### config.mk
export PLATFORM = sky130hd
export DESIGN_NAME = ext_interrupt_pin_conditioner
export DESIGN_NICKNAME = d
export VERILOG_FILES = /design/src/hw/ext_int_pkg.sv /design/src/hw/line_cfg_if.sv /design/src/hw/line_conditioner.sv /design/src/hw/ext_interrupt_pin_conditioner.sv
export SDC_FILE = /design/constraint.sdc
export NUM_CORES = 1
export LEC_CHECK = 0
export ABC_AREA = 1
export BUFFER_PORTS_ARGS = -buffer_cell sky130_fd_sc_hd__buf_2
export CORE_AREA = 2 2 58 82
export CTS_CLUSTER_DIAMETER = 150
export DETAILED_ROUTE_END_ITERATION = 6
export DIE_AREA = 0 0 60 84
export GPL_TIMING_DRIVEN = 0
export PLACE_DENSITY = 0.75
export SLEW_MARGIN = 10
export SYNTH_ARGS = -nofsm -noshare
export SYNTH_HDL_FRONTEND = slang
export SYNTH_SLANG_ARGS = --single-unit
### constraint.sdc
create_clock -name clk_sys -period 1.82 [get_ports clk_sys]
set_input_delay 0.273 -clock clk_sys [delete_from_list [all_inputs] [get_ports clk_sys]]
set_output_delay 0.273 -clock clk_sys [all_outputs]
set_load 0.1 [all_outputs]
### src/hw/ext_int_pkg.sv
// Constants shared by the external request line conditioner and its line slices.
// Assumes an 8-bit special-function register port with one-cycle read latency.
package ext_int_pkg;

   // Configuration register address and its value after reset.
   localparam logic [7:0] CFG_ADDR        = 8'hE4;
   localparam logic [7:0] CFG_RESET       = 8'h01;

   // Configuration field positions, per line: select at 4*line, polarity at 4*line+3.
   localparam int         CFG_LINE_STRIDE = 4;
   localparam int         CFG_POL_OFS     = 3;

   // Timer control register: default address and the bits owned by this block.
   localparam logic [7:0] TC_ADDR_DEFAULT = 8'h88;
   localparam logic [7:0] TC_RESET        = 8'h00;
   localparam int         TC_EDGE_A       = 0;
   localparam int         TC_PEND_A       = 1;
   localparam int         TC_EDGE_B       = 2;
   localparam int         TC_PEND_B       = 3;

   // Structure sizes.
   localparam int         NUM_LINES       = 2;
   localparam int         PORT_WIDTH      = 8;
   localparam int         SEL_WIDTH       = 3;

   // Value the pin synchroniser holds during reset, an idle pulled-up port.
   localparam logic [7:0] PINS_IDLE       = 8'hFF;
   localparam logic [7:0] RDATA_RESET     = 8'h00;

endpackage : ext_int_pkg

### src/hw/line_cfg_if.sv
// Carrier between the register front end and one line conditioner slice.
// Assumes both ends run on the same clock and reset.
`timescale 1ns/1ps
interface line_cfg_if;
   logic       polarity;
   logic [2:0] pin_select;
   logic       edge_mode;
   logic [7:0] pins;
   logic       vector_ack;
   logic       flag_wr;
   logic       flag_wval;
   logic       pending;

   modport ctrl (output polarity, output pin_select, output edge_mode, output pins,
                 output vector_ack, output flag_wr, output flag_wval, input pending);
   modport cond (input polarity, input pin_select, input edge_mode, input pins,
                 input vector_ack, input flag_wr, input flag_wval, output pending);
endinterface : line_cfg_if

### src/hw/line_conditioner.sv
// One external request line: pin select, polarity, edge or level sense, pending flag.
// Assumes pins are already synchronised and reset is released synchronously.
`timescale 1ns/1ps
module line_conditioner
   import ext_int_pkg::*;
(
   input  wire logic clk_sys,
   input  wire logic rst_n,
   line_cfg_if.cond  cfg
);

   typedef struct packed {
      logic active_prev;
      logic pending;
   } cond_state_type;

   cond_state_type s_q;
   cond_state_type s_d;
   logic           sel_pin;
   logic           active;
   logic           rise;

   // Pin choice and polarity are combinational so a config write takes effect next cycle.
   always_comb begin
      // [RL3] Pin select mux.
      sel_pin = cfg.pins[cfg.pin_select];
      // [RL1] Polarity inversion.
      active  = cfg.polarity ? sel_pin : ~sel_pin;
      rise    = active & ~s_q.active_prev;
      s_d     = s_q;
      s_d.active_prev = active;
      // [RL2] Edge versus level.
      if (cfg.edge_mode) begin
         // [RL8] Vectoring clears flag.
         if (cfg.vector_ack) begin
            s_d.pending = 1'b0;
         end
         if (cfg.flag_wr) begin
            s_d.pending = cfg.flag_wval;
         end
         // [RL12] Edge sets flag; the set beats any clear in the same cycle.
         if (rise) begin
            s_d.pending = 1'b1;
         end
      end else begin
         // [RL9] Level follows input.
         s_d.pending = active;
      end
   end

   // Previous level resets high so an input already active at reset is not taken as an edge.
   always_ff @(posedge clk_sys or negedge rst_n) begin
      if (!rst_n) begin
         s_q.active_prev <= 1'b1;
         s_q.pending     <= 1'b0;
      end else begin
         s_q <= s_d;
      end
   end

   assign cfg.pending = s_q.pending;
endmodule : line_conditioner

### src/hw/ext_interrupt_pin_conditioner.sv
// Top of the external request line conditioner: register port, pin synchroniser, two lines.
// Assumes the core drives an 8-bit register port and one vectoring pulse per line.
// Notes on behaviour
// [RL1] Polarity 0 means active low, 1 high.
// [RL2] Sense bit 1 edges, 0 levels.
// [RL3] Three-bit code picks port pin 0 to 7.
// [RL4] Config bits: b polarity, b select, a polarity, a select.
// [RL5] Config at 0xE4, all pages, resets 0x01.
// [RL6] Pins only observed, never driven.
// [RL7] Pending flags in timer control bits 1, 3.
// [RL8] Edge mode: vectoring clears pending flag.
// [RL9] Level mode: flag mirrors active input.
// [RL10] Requester holds level until request recognised.
// [RL11] Requester drops level before routine ends.
// [RL12] Edge sets flag until vectored or written.
`timescale 1ns/1ps
module ext_interrupt_pin_conditioner
   import ext_int_pkg::*;
#(
   parameter logic [7:0] TC_ADDR = TC_ADDR_DEFAULT
)
(
   input  wire  logic                  clk_sys,
   input  wire  logic                  arst_n,
   input  wire  logic [PORT_WIDTH-1:0] port0_pins,
   input  wire  logic [7:0]            sfr_addr,
   input  wire  logic                  sfr_wr,
   input  wire  logic                  sfr_rd,
   input  wire  logic [7:0]            sfr_wdata,
   output logic       [7:0]            sfr_rdata,
   input  wire  logic                  vector_ack_a,
   input  wire  logic                  vector_ack_b,
   output logic                        line_a_pending,
   output logic                        line_b_pending
);

   typedef struct packed {
      logic [PORT_WIDTH-1:0] sync1;
      logic [PORT_WIDTH-1:0] sync2;
      logic [PORT_WIDTH-1:0] sync3;
      logic [PORT_WIDTH-1:0] pins_filt;
      logic [7:0]            cfg;
      logic [NUM_LINES-1:0]  edge_mode;
      logic [7:0]            rdata;
   } top_state_type;

   top_state_type        s_q;
   top_state_type        s_d;
   logic [1:0]           rst_sync_q;
   logic                 rst_n;
   logic [NUM_LINES-1:0] pend;
   logic [NUM_LINES-1:0] ack;
   logic                 cfg_hit_wr;
   logic                 tc_hit_wr;

   // Register decode ignores the page, since both registers are visible on all pages.
   function automatic logic addr_hit(input logic [7:0] addr, input logic [7:0] target);
      addr_hit = (addr == target);
   endfunction : addr_hit

   // Reset release is synchronised so both slices leave reset on the same edge.
   always_ff @(posedge clk_sys or negedge arst_n) begin
      if (!arst_n) begin
         rst_sync_q <= 2'b00;
      end else begin
         rst_sync_q <= {rst_sync_q[0], 1'b1};
      end
   end
   assign rst_n = rst_sync_q[1];

   // Decoded strobes, shared by the register update and the slices.
   assign ack        = {vector_ack_b, vector_ack_a};
   assign cfg_hit_wr = sfr_wr && addr_hit(sfr_addr, CFG_ADDR);
   assign tc_hit_wr  = sfr_wr && addr_hit(sfr_addr, TC_ADDR);

   // Next state: synchroniser, register writes and registered read data.
   always_comb begin
      s_d = s_q;
      // [RL6] Pins sampled only.
      s_d.sync1 = port0_pins;
      s_d.sync2 = s_q.sync1;
      s_d.sync3 = s_q.sync2;
      // A bit moves only once two stages agree, which rejects a one-cycle glitch at the pins.
      for (int i = 0; i < PORT_WIDTH; i++) begin
         if (s_q.sync2[i] == s_q.sync3[i]) begin
            s_d.pins_filt[i] = s_q.sync3[i];
         end
      end
      // [RL4] Config write.
      if (cfg_hit_wr) begin
         s_d.cfg = sfr_wdata;
      end
      // [RL2] Sense bits written.
      if (tc_hit_wr) begin
         s_d.edge_mode = {sfr_wdata[TC_EDGE_B], sfr_wdata[TC_EDGE_A]};
      end
      // Unmapped addresses read as zero; reads have no side effects.
      if (sfr_rd) begin
         s_d.rdata = RDATA_RESET;
         // [RL5] Config readback.
         if (addr_hit(sfr_addr, CFG_ADDR)) begin
            s_d.rdata = s_q.cfg;
         end else if (addr_hit(sfr_addr, TC_ADDR)) begin
            // [RL7] Pending flag positions.
            s_d.rdata[TC_EDGE_A] = s_q.edge_mode[0];
            s_d.rdata[TC_PEND_A] = pend[0];
            s_d.rdata[TC_EDGE_B] = s_q.edge_mode[1];
            s_d.rdata[TC_PEND_B] = pend[1];
         end
      end
   end

   // Single register stage for all top state except the reset synchroniser.
   always_ff @(posedge clk_sys or negedge rst_n) begin
      if (!rst_n) begin
         s_q.sync1     <= PINS_IDLE;
         s_q.sync2     <= PINS_IDLE;
         s_q.sync3     <= PINS_IDLE;
         s_q.pins_filt <= PINS_IDLE;
         // [RL5] Config reset value.
         s_q.cfg       <= CFG_RESET;
         s_q.edge_mode <= {TC_RESET[TC_EDGE_B], TC_RESET[TC_EDGE_A]};
         s_q.rdata     <= RDATA_RESET;
      end else begin
         s_q <= s_d;
      end
   end

   // One conditioner slice per request line, fed from the config fields of that line.
   for (genvar ln = 0; ln < NUM_LINES; ln++) begin : g_line
      line_cfg_if lif ();
      assign lif.polarity   = s_q.cfg[CFG_LINE_STRIDE*ln+CFG_POL_OFS];
      assign lif.pin_select = s_q.cfg[CFG_LINE_STRIDE*ln +: SEL_WIDTH];
      assign lif.edge_mode  = s_q.edge_mode[ln];
      assign lif.pins       = s_q.pins_filt;
      assign lif.vector_ack = ack[ln];
      assign lif.flag_wr    = tc_hit_wr;
      // [RL7] Write value lane.
      assign lif.flag_wval  = (ln == 0) ? sfr_wdata[TC_PEND_A] : sfr_wdata[TC_PEND_B];
      assign pend[ln]       = lif.pending;
      line_conditioner u_cond (
         .clk_sys (clk_sys),
         .rst_n   (rst_n),
         .cfg     (lif)
      );
   end

   // Outputs come straight from the registered read data and the slice flags.
   assign sfr_rdata      = s_q.rdata;
   assign line_a_pending = pend[0];
   assign line_b_pending = pend[1];
endmodule : ext_interrupt_pin_conditioner

==> impl_metrics.toml <==
[run_status]
status = "finished, final reports clean"

[critical_path]
cp_top_family = "buffers and inverters"
r2r-start = "g_line[0].lif.pin_select[0]$_DFFE_PN1P_"
crit_path_top_delay_cell = "buf_2"
cpPeakStageDelay_ns = 0.41
ff2ff_setup_slack_ns = 0.37
critPathArrivalTime_ns = 1.19
cp.required_ns = 1.55
reg2reg_to = "g_line[0].u_cond.cfg.pending$_DFFE_PN0P_"
worstSetupPathType = "reg -> out"
cp.buffers_inverters = 2
end_kind = "output pin"
r2r_cells = 9
start_kind = "flop"
crit_chain = "buf_4 > buf_2"
worstPathMaxFanout = 2

[timing]
hold_ws_ns = 0.05775
setup_tns_ns = 0
finalHoldViolations = 0
worst_slew_pin_slew_ns = 0.6129
fmax_ghz = 0.6849
fin_crit_sh_pct = 80.22
skew_ns = 0.01248
setup_violations = 0
timing.final.max_slew_violations = 0
setup_ws_ns = 0.3600
min_period_ns = 1.460
slew-limit-headroom_pct = 59.14
grt_setup_unrepaired = "false"

[global_routing]
first_global_vias = 1480
antenna_found_initial = 0
grt_max_degree = 29
grt_pass1_wl_um = 6382
grtUsageTotal_pct = 16.84
gr-total-overflow = 0

[floorplanning]
start_util_pct = 51.18
die_w_um = 60
rows = 29
boundaryPins = 40
die_y_um = 84
die_area_sq_mm = 0.005040
coreArea_sq_mm = 0.004390

[routing]
num_vias = 1542
routedWlPerCell_um = 11.59
drt_first_iter_violations = 55
finalWirelength_um = 3742
via_per_inst = 4.774
drc = 0
ant_nets = 0
dr.pass1.iters = 4

[pwr]
p_leak_nw = 1.327
p_total_mw = 2.482
p_per_area_mw_per_mm2 = 932.6
vdd_drop_max_uv = 761.2

[clocking]
cts_made_buffers = 5
post_cts_buffers = 0
cts.sinks = 56
clk_pin_slew_ns = 0.10
cts.path.max_buffers = 2
clkLatencyLatePin_ns = 0.31
cts_resized = 0
clockRootBuffer = "clkbuf_8"
htreeDepth = 2
cts_tree = "done"

[synth]
synth_ff_type = "dfstp_2"
synth_edf_count = 0
synth.most_common_cell = "nand2_1"
synthCells = 212
syn_area_sq_mm = 0.002247
synth.top_cells.by_count = "nand2_1, dfstp_2, inv_1, nand3_1, dfrtp_1"
async_flop_share_pct = 100.0
yosysSeqAreaShare_pct = 64.31
synth_area_leaders = "dfstp_2, dfrtp_1, nand2_1, nand3_1, inv_1"
synth-seq-cells = 56
ys_types = 23
syn_area_per_cell_sq_um = 10.60
synth_top_area_share_pct = 40.92
yosys.area.top_type = "dfstp_2"
synthesis.nets = 242
yosys_warnings = 0

[place]
io_buffers = 39
dp_slack_ns = 0.2906
hpwlAfterDp_um = 2831
place_area_sq_mm = 0.002541
globalplace.congestion = 0.8646
dp_cells = 314

[min_path]
min_from = "port0_pins[3]"
hold_depth = 1
hp-class = "in -> reg"
holdPathEnd = "s_d[37]$_DFF_PN1_"

[flow_run]
max_cap_violations = 0

[cells_and_area]
fin_util_pct = 60.62
drive_above_1_share_pct = 38.31
stdcell_area_sq_mm = 0.002661
final_cells = 323
nNetsFinal = 290
n_antenna_cell = 0
area_growth_pct = 18.43
## layer usage
layer  part of all wire [%]  GRT usage [%]
met5                      0              0
met4                    1.5          6.869
met3                    3.8          3.721
met2                     54          28.36
met1                     40          20.13
## worst reg2reg max path: stages (launching register included)
cell and delay (ns):
dfstp_2 0.58, inv_1 0.12, nand2_1 0.10, nand3_1 0.07, nand3_1 0.11, nand3_1 0.12, nand3_1 0.11, nand2_1 0.05
inv_1 0.05, nand2_1 0.05
## area by class of cell
cell class,instances,area [sq um]
Clock inverter,3,41.29
Inverter,28,105.1
Multi-Input combinational cell,118,618.1
Buffer,10,78.83
Clock buffer,5,68.82
Tap cell,62,77.57
Fill cell,367,1729
Sequential cell,56,1446
Timing Repair Buffer,41,225.2
## timing repair
| item | 4_1_cts | 5_1_grt |
|---|---|---|
| setup endpoints to repair | 0 | 0 |
| hold buffers | 1 | 0 |
| endpoints found under the hold margin | 2 | 0 |
## how the worst max path moves through the flow
stage	from	endpoint	slack (ns)	cells past startpoint
final	sfr_rdata[5]$_DFFE_PN0P_	sfr_rdata[5]	0.36	2
after global routing	g_line[0].lif.pin_select[0]$_DFFE_PN1P_	g_line[0].u_cond.cfg.pending$_DFFE_PN0P_	0.19	9
after CTS	sfr_rdata[1]$_DFFE_PN0P_	sfr_rdata[1]	0.34	2
after detailed placement	sfr_addr[1]	g_line[1].lif.pin_select[0]$_DFFE_PN0P_	0.29	7
after global placement	rst_sync_q[1]$_DFF_PN0_	sfr_rdata[6]$_DFFE_PN0P_	-0.33	0
after floorplan	rst_sync_q[1]$_DFF_PN0_	g_line[0].lif.edge_mode$_DFFE_PN0P_	0.21	0
## state kept, by name (all words and copies together) (netlist names)
| name | cells |
|---|---|
| sfr_rdata | 8 |
| s_q | 8 |
| g_line.lif.edge_mode | 2 |
| g_line.lif.pin_select | 6 |
| g_line.lif.pins | 8 |
| s_d | 16 |
| g_line.u_cond.cfg.pending | 2 |
| g_line.lif.polarity | 2 |
| g_line.u_cond.s_q | 2 |
| rst_sync_q | 2 |
## power breakdown
part / total (mW) / internal, mW / switching (mW)
registers: 1.42 / 1.36 / 0.0617
clock network: 0.798 / 0.409 / 0.389
logic: 0.260 / 0.0930 / 0.167
total: 2.48 / 1.86 / 0.618
## logic make-up after synthesis
kind of cell | after synthesis | share of synthesized area (%)
other | 1 | 0.1669
adders and majority gates | 8 | 3.564
and+or+nand+nor | 93 | 19.21
DFF | 56 | 64.31
buffers and inverters | 38 | 8.185
AOI/OAI and AO/OA | 16 | 4.566
## cell usage in the layout, fill, tap and decap left out, drive strengths merged, types with 2 or more instances in the layout
cell type   n
buf        49
nand3      22
clkbuf      6
nor2        5
maj3        8
nand2      59
dfstp      35
o21ai       8
dfrtp      21
o22ai       4
nor3        2
o31ai       4
and2        2
inv        29
Note: power is estimated with default switching activity, not from simulation.
